## src/pkg/image_map_pkg.sv

```systemverilog
// Shared constants and types for the fieldbus slave image mapper and its master end.
package image_map_pkg;
	// ------------------------------------------------------------
	// Address and timing
	// ------------------------------------------------------------
	localparam logic [6:0] DEFAULT_ADDR = 7'h0B;
	localparam int CLK_HZ = 125_000_000;
	localparam int BLINK_STOP_MS = 2000;
	localparam int BLINK_STOP_CYC = CLK_HZ / 1000 * BLINK_STOP_MS;
	localparam int RATE_CNT = 7;
	localparam int RATE_KBPS [RATE_CNT] = '{9600, 19200, 93750, 187500, 500000, 1500000, 12000000};
	// ------------------------------------------------------------
	// Module descriptor fields
	// ------------------------------------------------------------
	localparam int KIND_BIT = 0;
	localparam int MAP_BIT = 1;
	localparam int DIR_LO = 2;
	localparam int CHN_LO = 4;
	localparam int BITS_LO = 8;
	localparam logic [1:0] DIR_IN = 2'h1;
	localparam logic [1:0] DIR_OUT = 2'h2;
	localparam logic [1:0] DIR_BOTH = 2'h3;
	localparam int CHAN_BYTES_CPLX = 3;
	localparam int CHAN_BYTES_CMPT = 2;
	typedef logic [15:0] desc_t;
endpackage : image_map_pkg

```

## src/pkg/image_link_if.sv

```systemverilog
// Interface joining the slave and master ends of the image link.
`timescale 1ns/1ns
interface image_link_if;
	logic [7:0] data;
	logic valid;
	logic ready;
	logic dir_out;
	logic [7:0] in_len;
	logic [7:0] out_len;
	logic rate_strobe;
	logic ok;
	modport slave (input data, input valid, output ready, input dir_out, output in_len, output out_len,
		input rate_strobe, output ok);
	modport master (output data, output valid, input ready, output dir_out, input in_len, input out_len,
		output rate_strobe, input ok);
endinterface : image_link_if

```

## src/logic/byte_fifo.sv

```systemverilog
// Byte FIFO with valid and ready on both sides.
`timescale 1ns/1ns
module byte_fifo #(
	parameter int WIDTH = 8,
	parameter int DEPTH = 8
) (
	input wire logic i_clk, // System clock.
	input wire logic i_arst_n, // Async reset, active low.
	input wire logic [WIDTH-1:0] i_data, // Write data.
	input wire logic i_valid, // Write valid.
	output logic o_ready, // Not full.
	output logic [WIDTH-1:0] o_data, // Read data.
	output logic o_valid, // Not empty.
	input wire logic i_ready // Read accept.
);
	localparam int AW = $clog2(DEPTH);
	// Pointer wrap relies on a power-of-two depth.
	if (DEPTH < 2 || (1 << AW) != DEPTH)
	begin : g_bad_depth
		$error("DEPTH must be a power of two.");
	end
	logic [WIDTH-1:0] mem_q [DEPTH];
	logic [AW:0] wp_q, rp_q;
	// ------------------------------------------------------------
	// Pointers and storage
	// ------------------------------------------------------------
	assign o_ready = (wp_q - rp_q) != (AW+1)'(DEPTH);
	assign o_valid = wp_q != rp_q;
	assign o_data = mem_q[rp_q[AW-1:0]];
	// Storage is flip-flops; the read side stalls the write side when full.
	always_ff @(posedge i_clk or negedge i_arst_n)
	begin
		if (!i_arst_n)
		begin
			wp_q <= '0;
			rp_q <= '0;
			for (int k = 0; k < DEPTH; k++) mem_q[k] <= '0;
		end
		else
		begin
			if (i_valid && o_ready)
			begin
				mem_q[wp_q[AW-1:0]] <= i_data;
				wp_q <= wp_q + 1'b1;
			end
			if (o_valid && i_ready) rp_q <= rp_q + 1'b1;
		end
	end
endmodule : byte_fifo

```

## src/logic/image_mapper_slave.sv

```systemverilog
// Slave end: start-up, address capture, rate lock and process image layout.
//
// What this block does
// RL1 - Self check, init link, enumerate modules
// RL2 - Start local controller after clean list
// RL3 - Stop indicator flashing about two seconds, once running; it keeps flashing after a start-up error
// RL4 - Address equals tens digit times ten plus units
// RL5 - Unset address defaults to eleven
// RL6 - Switches sampled only at power-on
// RL7 - Detect bit rate once, hold it
// RL8 - No re-detection while powered
// RL9 - One contiguous input and output block
// RL10 - Slots mapped automatically into image
// RL11 - Byte modules first, bit channels after
// RL12 - Master lists byte modules in order
// RL13 - Bit channels packed, padded with zeros
// RL14 - Bit groups of 8, 16 or 32
// RL15 - Byte module entries equal size per channel
// RL16 - Analog in 24/8, out 8/24 entries
// RL17 - Channel count sets per-channel entries
// RL18 - Compact: four sixteen-bit output words
// RL19 - Complex: three bytes per channel each way
// RL20 - Mapping type applies to whole module
// RL21 - Two-byte data optionally byte swapped
// RL22 - Rate detector locks before data exchange
`timescale 1ns/1ns
module image_mapper_slave #(
	parameter int MODS = 8,
	parameter int BLINK_CYC = image_map_pkg::BLINK_STOP_CYC
) (
	input wire logic i_clk, // System clock.
	input wire logic i_arst_n, // Power-on reset, active low.
	input wire logic [3:0] i_tens_digit_switch, // Tens selector.
	input wire logic [3:0] i_units_digit_switch, // Units selector.
	input wire logic [MODS*16-1:0] i_mod_desc, // Module descriptors, slot order.
	input wire logic i_mod_present, // Extension link present.
	input wire logic i_has_ctrl, // Local controller fitted.
	input wire logic i_swap_bytes, // Swap two-byte data.
	image_link_if.slave link, // Link to master.
	output logic [6:0] o_station_addr, // Latched address.
	output logic [2:0] o_rate_idx, // Latched rate.
	output logic o_rate_lock, // Rate found.
	output logic o_ctrl_run, // Controller started.
	output logic o_io_blink, // Indicator flashing.
	output logic o_ready, // Exchange enabled.
	output logic o_err, // Start-up error.
	output logic [7:0] o_in_data, // Received output byte.
	output logic o_in_valid, // Received byte strobe.
	input wire logic i_in_ready // Sink ready.
);
	// The slot index is four bits wide, so at most fifteen slots fit.
	if (MODS < 1 || MODS > 15)
	begin : g_bad_mods
		$error("MODS out of range.");
	end
	typedef enum logic [2:0] {
		ST_CHECK = 3'b000,
		ST_SCAN = 3'b001,
		ST_RATE = 3'b010,
		ST_RUN = 3'b011,
		ST_FAIL = 3'b100
	} state_e;
	typedef struct packed {
		state_e st;
		logic [3:0] s1_t, s2_t, s1_u, s2_u;
		logic [6:0] addr;
		logic addr_ok;
		logic [1:0] settle;
		logic [3:0] slot;
		logic [7:0] byte_in, byte_out;
		logic [7:0] bit_in, bit_out;
		logic [2:0] rate;
		logic lock;
		logic [31:0] blink_cnt;
		logic blink, ctrl, err;
		logic [7:0] in_len, out_len;
		logic rs1, rs2, rs3;
		logic [2:0] edges;
		logic [7:0] hold;
		logic [7:0] rx_byte;
		logic rx_odd, rx_emit;
	} state_s;
	state_s q, d;
	logic f_valid, f_ready;
	logic fifo_pop, swap_on;
	logic [7:0] f_data;
	// ------------------------------------------------------------
	// Helpers
	// ------------------------------------------------------------
	// Per-module byte counts for one direction.
	function automatic logic [7:0] entry_bytes(input image_map_pkg::desc_t e, input logic out_dir);
		logic [7:0] ch;
		logic [7:0] n;
		ch = {4'h0, e[image_map_pkg::CHN_LO +: 4]};
		n = 8'h00;
		if (e[image_map_pkg::MAP_BIT])
		begin
			// Complex mapping gives a full entry in each data direction; analog in/out adds a status/control byte.
			if (e[image_map_pkg::DIR_LO +: 2] == image_map_pkg::DIR_BOTH)
				n = 8'(ch * image_map_pkg::CHAN_BYTES_CPLX); // RL19
			else if (e[image_map_pkg::DIR_LO +: 2] == image_map_pkg::DIR_IN)
				n = out_dir ? ch : 8'(ch * image_map_pkg::CHAN_BYTES_CPLX); // RL16
			else
				n = out_dir ? 8'(ch * image_map_pkg::CHAN_BYTES_CPLX) : ch; // RL16
		end
		else if ((e[image_map_pkg::DIR_LO +: 2] == image_map_pkg::DIR_OUT) == out_dir)
			n = 8'(ch * image_map_pkg::CHAN_BYTES_CMPT); // RL15 RL18
		return n;
	endfunction : entry_bytes
	// Whole bytes needed for a bit count, zero-padded.
	function automatic logic [7:0] bits_to_bytes(input logic [7:0] b);
		return 8'((9'(b) + 9'd7) >> 3);
	endfunction : bits_to_bytes
	image_map_pkg::desc_t cur;
	assign cur = i_mod_desc[q.slot*16 +: 16];
	// ------------------------------------------------------------
	// Next state
	// ------------------------------------------------------------
	always_comb
	begin
		d = q;
		d.s1_t = i_tens_digit_switch;
		d.s2_t = q.s1_t;
		d.s1_u = i_units_digit_switch;
		d.s2_u = q.s1_u;
		d.rs1 = link.rate_strobe;
		d.rs2 = q.rs1;
		d.rs3 = q.rs2;
		if (q.blink && q.blink_cnt < 32'(BLINK_CYC)) d.blink_cnt = q.blink_cnt + 1'b1;
		// Strobe edges count from reset on, so pulses sent while the list is built are not lost.
		if (!q.lock)
		begin
			if (q.rs2 && !q.rs3)
			begin
				if (q.edges != 3'(image_map_pkg::RATE_CNT)) d.edges = q.edges + 1'b1;
				d.hold = 8'hFF;
			end
			else if (q.hold != 8'h00)
				d.hold = q.hold - 1'b1;
		end
		unique case (q.st)
			ST_CHECK:
			begin
				// One capture after reset, once the synchronisers hold pin values rather than reset zeros.
				if (!q.addr_ok)
				begin
					if (q.settle != 2'h2)
						d.settle = q.settle + 1'b1;
					else
					begin
						d.addr_ok = 1'b1; // RL6
						if (q.s2_t > 4'h9 || q.s2_u > 4'h9)
							d.addr = image_map_pkg::DEFAULT_ADDR; // RL5
						else
							d.addr = 7'(q.s2_t) * 7'd10 + 7'(q.s2_u); // RL4
					end
				end
				else if (i_mod_present)
					d.st = ST_SCAN; // RL1
				else
					d.st = ST_RATE;
			end
			ST_SCAN:
			begin
				// Byte modules accumulate in slot order; bit channels are summed and appended.
				if (cur[image_map_pkg::KIND_BIT])
				begin
					d.byte_in = q.byte_in + entry_bytes(cur, 1'b0); // RL10 RL11 RL17 RL20
					d.byte_out = q.byte_out + entry_bytes(cur, 1'b1);
				end
				else
				begin
					if (!(cur[image_map_pkg::BITS_LO +: 8] inside {8'd0, 8'd8, 8'd16, 8'd32})) d.err = 1'b1; // RL14
					if (cur[image_map_pkg::DIR_LO]) d.bit_in = q.bit_in + cur[image_map_pkg::BITS_LO +: 8];
					if (cur[image_map_pkg::DIR_LO+1]) d.bit_out = q.bit_out + cur[image_map_pkg::BITS_LO +: 8];
				end
				d.slot = q.slot + 1'b1;
				if (q.slot == 4'(MODS-1)) d.st = ST_RATE;
			end
			ST_RATE:
			begin
				d.in_len = q.byte_in + bits_to_bytes(q.bit_in); // RL9 RL13
				d.out_len = q.byte_out + bits_to_bytes(q.bit_out);
				d.ctrl = i_has_ctrl && !q.err; // RL2
				if (q.err)
					d.st = ST_FAIL;
				else if (d.hold == 8'h00 && d.edges != 3'h0)
				begin
					// Rate index is the strobe count less one after a quiet window, then frozen.
					d.rate = d.edges - 3'd1;
					d.lock = 1'b1; // RL7 RL22
					d.st = ST_RUN;
				end
			end
			ST_RUN:
			begin
				// Rate stays latched; only power cycling relearns it.
				d.rate = q.rate; // RL8
				// With swapping, the first byte of a pair is parked until its partner has gone out.
				if (q.rx_emit)
				begin
					if (i_in_ready) d.rx_emit = 1'b0;
				end
				else if (swap_on && !q.rx_odd)
				begin
					if (f_valid)
					begin
						d.rx_byte = f_data;
						d.rx_odd = 1'b1;
					end
				end
				else if (swap_on && f_valid && i_in_ready)
				begin
					d.rx_odd = 1'b0;
					d.rx_emit = 1'b1; // RL21
				end
			end
			ST_FAIL: d.st = ST_FAIL;
			default: d.st = ST_FAIL;
		endcase
		if (q.blink_cnt >= 32'(BLINK_CYC) && q.st == ST_RUN) d.blink = 1'b0; // RL3
	end
	// ------------------------------------------------------------
	// State register
	// ------------------------------------------------------------
	always_ff @(posedge i_clk or negedge i_arst_n)
	begin
		if (!i_arst_n)
		begin
			q <= '0;
			q.st <= ST_CHECK;
			q.blink <= 1'b1;
		end
		else
			q <= d;
	end
	// Received bytes pass the FIFO; the sink can stall the master.
	byte_fifo #(.WIDTH(8), .DEPTH(8)) byte_fifo_i (
		.i_clk(i_clk),
		.i_arst_n(i_arst_n),
		.i_data(link.data),
		.i_valid(link.valid && q.st == ST_RUN),
		.o_ready(f_ready),
		.o_data(f_data),
		.o_valid(f_valid),
		.i_ready(fifo_pop)
	);
	// ------------------------------------------------------------
	// Outputs
	// ------------------------------------------------------------
	// Two-byte words swap when i_swap_bytes and link.dir_out are both high; the default keeps high byte first.
	// A parked first byte is popped without the sink, so a swap never needs a look-ahead read.
	assign swap_on = i_swap_bytes && link.dir_out;
	assign fifo_pop = q.rx_emit ? 1'b0 : ((swap_on && !q.rx_odd) ? f_valid : (f_valid && i_in_ready));
	assign o_in_data = q.rx_emit ? q.rx_byte : f_data; // RL21
	assign o_in_valid = q.rx_emit || (f_valid && !(swap_on && !q.rx_odd));
	assign link.ready = f_ready && q.st == ST_RUN;
	assign link.in_len = q.in_len;
	assign link.out_len = q.out_len;
	assign link.ok = q.st == ST_RUN;
	assign o_station_addr = q.addr;
	assign o_rate_idx = q.rate;
	assign o_rate_lock = q.lock;
	assign o_ctrl_run = q.ctrl;
	assign o_io_blink = q.blink;
	assign o_ready = q.st == ST_RUN;
	assign o_err = q.st == ST_FAIL;
endmodule : image_mapper_slave

```

## src/flat_wrapper.sv

```systemverilog
// flat-port wrapper written by rule: the top's interface ports become plain ports
module image_mapper_slave_flat 
#(
	parameter int MODS = 8,
	parameter int BLINK_CYC = image_map_pkg::BLINK_STOP_CYC
)
  (i_clk, i_arst_n, i_tens_digit_switch, i_units_digit_switch, i_mod_desc, i_mod_present, i_has_ctrl, i_swap_bytes, o_station_addr, o_rate_idx, o_rate_lock, o_ctrl_run, o_io_blink, o_ready, o_err, o_in_data, o_in_valid, i_in_ready, link_data, link_valid, link_ready, link_dir_out, link_in_len, link_out_len, link_rate_strobe, link_ok);
  image_link_if link_i ();
  input wire logic i_clk;
  input wire logic i_arst_n;
  input wire logic [3:0] i_tens_digit_switch;
  input wire logic [3:0] i_units_digit_switch;
  input wire logic [MODS*16-1:0] i_mod_desc;
  input wire logic i_mod_present;
  input wire logic i_has_ctrl;
  input wire logic i_swap_bytes;
  output logic [6:0] o_station_addr;
  output logic [2:0] o_rate_idx;
  output logic o_rate_lock;
  output logic o_ctrl_run;
  output logic o_io_blink;
  output logic o_ready;
  output logic o_err;
  output logic [7:0] o_in_data;
  output logic o_in_valid;
  input wire logic i_in_ready;
  input wire logic [$bits(link_i.data)-1:0] link_data;
  input wire logic [$bits(link_i.valid)-1:0] link_valid;
  output wire logic [$bits(link_i.ready)-1:0] link_ready;
  input wire logic [$bits(link_i.dir_out)-1:0] link_dir_out;
  output wire logic [$bits(link_i.in_len)-1:0] link_in_len;
  output wire logic [$bits(link_i.out_len)-1:0] link_out_len;
  input wire logic [$bits(link_i.rate_strobe)-1:0] link_rate_strobe;
  output wire logic [$bits(link_i.ok)-1:0] link_ok;
  assign link_i.data = link_data;
  assign link_i.valid = link_valid;
  assign link_ready = link_i.ready;
  assign link_i.dir_out = link_dir_out;
  assign link_in_len = link_i.in_len;
  assign link_out_len = link_i.out_len;
  assign link_i.rate_strobe = link_rate_strobe;
  assign link_ok = link_i.ok;
  image_mapper_slave #(.MODS(MODS), .BLINK_CYC(BLINK_CYC)) u_core (.i_clk(i_clk), .i_arst_n(i_arst_n), .i_tens_digit_switch(i_tens_digit_switch), .i_units_digit_switch(i_units_digit_switch), .i_mod_desc(i_mod_desc), .i_mod_present(i_mod_present), .i_has_ctrl(i_has_ctrl), .i_swap_bytes(i_swap_bytes), .link(link_i), .o_station_addr(o_station_addr), .o_rate_idx(o_rate_idx), .o_rate_lock(o_rate_lock), .o_ctrl_run(o_ctrl_run), .o_io_blink(o_io_blink), .o_ready(o_ready), .o_err(o_err), .o_in_data(o_in_data), .o_in_valid(o_in_valid), .i_in_ready(i_in_ready));
endmodule
```

## config.mk

```make
export PLATFORM = sky130hd
export DESIGN_NAME = image_mapper_slave_flat
export DESIGN_NICKNAME = d
export VERILOG_FILES = /design/src/pkg/image_map_pkg.sv /design/src/pkg/image_link_if.sv /design/src/logic/byte_fifo.sv /design/src/logic/image_mapper_slave.sv /design/src/flat_wrapper.sv
export SDC_FILE = /design/constraint.sdc
export NUM_CORES = 1
export LEC_CHECK = 0
export BUFFER_PORTS_ARGS = -buffer_cell sky130_fd_sc_hd__buf_4
export CAP_MARGIN = 30
export CORE_ASPECT_RATIO = 0.6
export CORE_UTILIZATION = 34
export CTS_CLUSTER_DIAMETER = 80
export DETAILED_ROUTE_END_ITERATION = 8
export HOLD_SLACK_MARGIN = 0.02
export PLACE_DENSITY = 0.53
export SETUP_SLACK_MARGIN = 0.3
export SLEW_MARGIN = 40
export SYNTH_ARGS = -nofsm -noshare
export SYNTH_HDL_FRONTEND = slang
export SYNTH_HIERARCHICAL = 1
export SYNTH_SLANG_ARGS = --single-unit
export TNS_END_PERCENT = 100
```

## constraint.sdc

```tcl
create_clock -name i_clk -period 7.17 [get_ports i_clk]
set_input_delay 0.717 -clock i_clk [delete_from_list [all_inputs] [get_ports i_clk]]
set_output_delay 0.717 -clock i_clk [all_outputs]
set_load 0.005 [all_outputs]
```

# == After elaboration in Yosys (flattened, before gate mapping) ==
# Cells that the tools add are included.
# word_totals
reg_bits,216
latch_bits,0
mem_bits_rw,0
mem_bits_ro,0
in_bits,153
out_inout_bits,42
elab_cells,176
memories,0
# classes
n_addsub,18
mul,2
div,0
n_lt_le_gt_ge,7
n_eq_ne,19
n_shift,1
muxes,42
n_bitwise,9
n_reduce_logical,39
# op_table
cell,n
$shiftx A128 B9 Y16,1
$mux W8,14
$bwmux W64,1
$add A32 B1 Y32 const B,1
$add A8 B8 Y8,4
$ge A32 B28 Y1 const B,1
$lt A32 B28 Y1 const B,1
$bmux W8 S3,1
$demux W8 S3,1
$mux W3,7
$add A8 B3 Y9 const B,2
$reduce_and A3 Y1,6
$add A8 B6 Y8,2
$logic_and A1 B1 Y1,16
$logic_not A8 Y1,2
$add A4 B1 Y4 const B,3
$mux W6,2
$pmux W3 S4,1
$reduce_and A4 Y1,3
$mux W11,1
$mux W5,2
$eq A8 B4 Y1 const B,1
$eq A8 B5 Y1 const B,1
$eq A8 B6 Y1 const B,1
36 further kinds,62

# == Longest topological paths before layout ==
# logic_depth
ltp_word,9
mapped_depth,19
ltp_nobuf,15

# == Cells and area by module ==
# The synthesis kept the hierarchy.
# by_module_without_submodules
module,n_inst,cells_each,area_per_inst_um2
image_mapper_slave,1,859,9160.0
byte_fifo,1,264,3455.8

# == Worst setup path after synthesis ==
# Ideal clock, no wire load.
# synth_timing
kind,register to register
startpoint,register u_core/q[111] (netlist bit)
endpoint,register u_core/q[102] (netlist bit)
setup_ns,0.080
arrival_time_ns,4.167
t_required_ns,7.090
setup_slack_ns,2.923
path_stages_with_launch,19
path_buffers,4
period_less_slack_ns,4.247
cell_sequence,dfrtp_1 > buf_2 > buf_4 > buf_4 > buf_4 > mux4_2 > mux2i_1 > nor2_1 > ha_1 > fa_1 > xor2_1 > a22oi_1 > o21ai_1 > ha_1 > nor2b_1 > o21a_1 > o21a_1 > o211ai_1 > xnor2_1
# synth_between
elab_chain_len,8
elab_cells_between_ends,13
# synth_lines
item,line,rtl
"start, declared",image_mapper_slave.sv:83,"state_s q, d;"
$shiftx A128 B9 Y16 *,image_mapper_slave.sv:115,assign cur = i_mod_desc[q.slot*16 +: 16];
$mul A4 B2 Y6 / $eq A2 B1 Y1 (equally long branches),"image_mapper_slave.sv:100, image_mapper_slave.sv:104, image_mapper_slave.sv:101",
$mux W6,image_mapper_slave.sv:101,else if (e[image_map_pkg::DIR_LO +: 2] == image_map_pkg::DIR_IN)
$mux W8,image_mapper_slave.sv:99,if (e[image_map_pkg::DIR_LO +: 2] == image_map_pkg::DIR_BOTH)
$mux W8,image_mapper_slave.sv:96,if (e[image_map_pkg::MAP_BIT])
$mux W8,image_mapper_slave.sv:166,if (cur[image_map_pkg::KIND_BIT])
$mux W8,image_mapper_slave.sv:141,unique case (q.st)
$add A8 B8 Y8,image_mapper_slave.sv:169,"d.byte_out = q.byte_out + entry_bytes(cur, 1'b1);"
# Every way passes the cells marked *; elsewhere a longest branch is shown, timed or not. The select of a mux whose other input is x is not followed.
# A chain may end at the register's enable or synchronous reset.

# == Final worst setup path ==
# layout_timing
startpoint,register u_core/q[111] (netlist bit)
endpoint,register u_core/q[110] (netlist bit)
# layout_between
elab_chain_len,8
elab_cells_between_ends,13
# layout_lines
item,line,rtl
$shiftx A128 B9 Y16 *,image_mapper_slave.sv:115,
$mul A4 B2 Y6 / $eq A2 B1 Y1 (equally long branches),"image_mapper_slave.sv:100, image_mapper_slave.sv:102, image_mapper_slave.sv:101",
$mux W6,image_mapper_slave.sv:101,
$mux W8,image_mapper_slave.sv:99,
$mux W8,image_mapper_slave.sv:96,
$mux W8,image_mapper_slave.sv:166,
$mux W8,image_mapper_slave.sv:141,
$add A8 B8 Y8,image_mapper_slave.sv:168,"d.byte_in = q.byte_in + entry_bytes(cur, 1'b0);"
# Marked as above.

==> flow_metrics.py <==
metrics = {
    "worst_setup_path": {
        "rrSetupSlack_ps": 2720,
        "r2r_start": "u_core/q[111]",
        "required_ps": 7610,
        "cp_max_fo": 29,
        "timing.rr.end": "u_core/q[110]",
        "cp-start-kind": "register",
        "reg2reg_depth": 15,
        "crit_type": "register to register",
        "crit_path_end_kind": "register",
        "worstPathArrival_ps": 4890,
        "crit_start": "u_core/q[111]",
    },
    "sta": {
        "fmax_mhz": 224.6,
        "rsz0062_at_grt": "false",
        "final_max_slew_viol_count": 0,
        "period_minus_slack_ps": 4453,
        "final.period_utilization_pct": 62.11,
        "setup_ws_ps": 2717,
        "setup_viol": 0,
        "fin_skew_ps": 25.06,
        "slew_headroom_pct": 44.94,
        "hold_viol_final": 0,
        "tightest_slew_ps": 824.2,
        "fin_tns_setup_ps": 0,
    },
    "yosys": {
        "syn-num-nets": 1347,
        "synth_top_area_share_pct": 42.65,
        "yosysTopAreaCell": "dfrtp_1",
        "ys.flop_type": "dfrtp_1",
        "yosysUniqueCellTypes": 68,
        "netlist_area_um2": 12620,
        "ys_seq_area_share_pct": 42.85,
        "synth_edf_count": 0,
        "ys_top_cells_by_count": "215 x dfrtp_1, 117 x nand2_1, 62 x ha_1",
        "async_flop_share_pct": 100.0,
        "ys_ff_latch": 216,
        "avgSynthCellArea_um2": 11.23,
        "netlist_top_cells_area": "dfrtp_1 43%, mux4_2 8.6%, ha_1 6.1%, xnor2_1 4.1%, nand2_1 3.5%",
        "yosysMostFrequentCell": "dfrtp_1",
        "ys_warn_count": 6,
        "synthCells": 1123,
    },
    "final_layout": {
        "stdcell_area_um2": 15160,
        "syn2layout_area_growth_pct": 20.20,
        "antenna_cells": 0,
        "drive_above_1_share_pct": 27.53,
        "fillCellCount": 3458,
        "final_cells": 1773,
        "nets": 1503,
    },
    "floorplanning": {
        "row_count": 54,
        "die_h_um": 151.2,
        "dieArea_um2": 37910,
        "pin_count": 195,
        "start_util_pct": 34.64,
        "dieWidth_um": 250.7,
        "core-area_um2": 36420,
    },
    "clock_network": {
        "numCtsBuffers": 24,
        "cts.repair.resized": 0,
        "clkLatencyLatePin_ps": 540,
        "holdBufCountCts": 0,
        "cts-root-buf": "clkbuf_16",
        "cts_tree": "done",
        "clock_sinks": 216,
        "cts.htree.levels": 1,
        "postCtsSetupBuffers": 0,
        "clockBufferDepth": 3,
        "path_clk_slew_ps": 60,
    },
    "global_route": {
        "grt_pass1_wl_mm": 54.44,
        "grt_overflow": 0,
        "grtUsageTotal_pct": 18.61,
        "first_global_vias": 9182,
        "grt_start_max_net_pins": 71,
        "antenna_found_initial": 0,
    },
    "placement": {
        "dp.cells": 1729,
        "place_congestion": 0.8728,
        "io_buffers": 194,
        "placed_cell_area_um2": 14360,
        "place_ws_ps": 2697,
        "dp_hpwl_mm": 26.13,
    },
    "route": {
        "drc": 0,
        "drtAntennaViolNets": 0,
        "drtIter0Drc": 586,
        "routed_via_density": 5.183,
        "drt-total-wl_mm": 34.27,
        "via_count": 9189,
        "wl_per_cell_um": 19.33,
        "first_pass_iters": 5,
    },
    "outcome": {
        "outcome": "completed",
    },
    "job": {
        "max_cap_viol_count": 0,
    },
    "pwr": {
        "p_total_uw": 3725,
        "max-vdd-ir-drop_mv": 0.1827,
        "p_leak_uw": 0.006887,
        "p_per_area_nw_per_um2": 245.7,
    },
    "hold_path": {
        "hold_path_class": "input pin to asynchronous set/reset pin",
    },
}
-- critical path: stages, from the launching register on --
cell and delay [ps]:
dfrtp_2 480, buf_4 490, mux4_2 610, mux2i_1 240, nor2_1 130, ha_1 260
fa_1 510, o22ai_1 100, a21oi_1 220, ha_1 300, a21oi_1 230, nor2b_1 70
o21a_1 180, o21a_1 180, o211ai_1 190, xnor2_1 140
-- how the worst max path moves through the flow --
| stage | to | slack, ps | cells after the start |
|---|---|---|---|
| 6_report | u_core/q[110] | 2720 | 15 |
| 3_5_place_dp | u_core/q[110] | 2700 | 15 |
| 5_1_grt | u_core/q[110] | 2320 | 15 |
| 2_1_floorplan | u_core/q[102] | 2920 | 18 |
| 3_3_place_gp | u_core/q[102] | 2780 | 16 |
| 4_1_cts | u_core/q[110] | 2670 | 15 |
-- cell families (layout without fill, tap and decap cells) --
group                    Yosys count  count (layout)  share of synthesized area [%]
multiplexers                     100             100                          13.13
flip-flops                       216             216                          42.85
buffers and inverters            111             285                          4.394
XOR/XNOR                          90              90                          6.248
AO/OA/AOI/OAI                    220             220                          12.48
adder cells (fa/ha/maj)           72              72                          7.656
AND/OR/NAND/NOR                  314             314                          13.24
-- layer usage --
metal	GRT usage [%]	up-vias	share of wire (%)	wire, µm
met5	0	-	0	0
met4	3.620	0	1.7	593
met3	4.279	36	5.9	2022
met2	24.04	187	39	13290
li1	-	4370	-	-
met1	30.39	4596	54	18360
-- state kept, by name, indices dropped and copies added (netlist names) --
signal / flops
u_core/q: 105
u_core/byte_fifo_i/mem_q: 64
u_core/d: 10
u_core/link.in_len: 8
u_core/link.out_len: 8
u_core/o_station_addr: 7
u_core/byte_fifo_i/rp_q: 4
u_core/byte_fifo_i/wp_q: 4
u_core/o_rate_idx: 3
u_core/o_ctrl_run: 1
u_core/o_io_blink: 1
u_core/o_rate_lock: 1
-- per-stage QoR --
stage          util, %  hold slack [ps]
2_1_floorplan        -            331.2
3_3_place_gp     39.33            333.5
3_5_place_dp     39.44            337.8
4_1_cts          41.62            49.47
5_1_grt          41.64            58.24
6_report         41.64            56.72
-- area by class of cell --
| cell class | instances | area, µm² | area share, % |
|---|---|---|---|
| flip-flops and latches | 216 | 5410 | 35.68 |
| clock inverters | 7 | 83.83 | 0.5528 |
| repair buffers | 202 | 1548 | 10.21 |
| multi-input cells | 796 | 6671 | 43.99 |
| clock buffers | 37 | 709.4 | 4.678 |
| inverters | 39 | 146.4 | 0.9653 |
| well taps | 476 | 595.6 | 3.927 |
-- power breakdown --
| group | internal [µW] | switching, µW | leakage, µW |
|---|---|---|---|
| registers | 1360 | 164 | 0.00282 |
| logic | 498 | 458 | 0.00369 |
| clock network | 722 | 523 | 0.000381 |
-- cell usage in the layout (no fill, tap or decap), types with 4 or more instances in the layout --
| cell | count |
|---|---|
| clkbuf_16 | 24 |
| dfrtp_1 | 212 |
| nand4_1 | 18 |
| mux2i_1 | 14 |
| nor4_1 | 6 |
| o22ai_1 | 4 |
| nand3_1 | 16 |
| o21ai_0 | 51 |
| and3_1 | 15 |
| a22o_1 | 28 |
| or2_2 | 5 |
| nor2_1 | 41 |
| nand4_4 | 5 |
| xor2_1 | 31 |
| and2_1 | 8 |
| or4_1 | 5 |
| a21oi_1 | 29 |
| a21o_1 | 19 |
| inv_1 | 37 |
| o31ai_1 | 8 |
| o2bb2ai_1 | 41 |
| o211ai_1 | 4 |
| mux4_2 | 48 |
| nand2b_1 | 15 |
| nand2_1 | 117 |
| o21bai_1 | 4 |
| mux2_2 | 36 |
| fa_1 | 9 |
| ha_1 | 62 |
| nand3_2 | 4 |
| clkbuf_1 | 7 |
| nor3_1 | 19 |
| xnor2_1 | 59 |
| clkbuf_8 | 6 |
| nor2b_1 | 24 |
| o21a_1 | 7 |
| buf_4 | 199 |
Note: power is estimated with default switching activity, not from simulation.
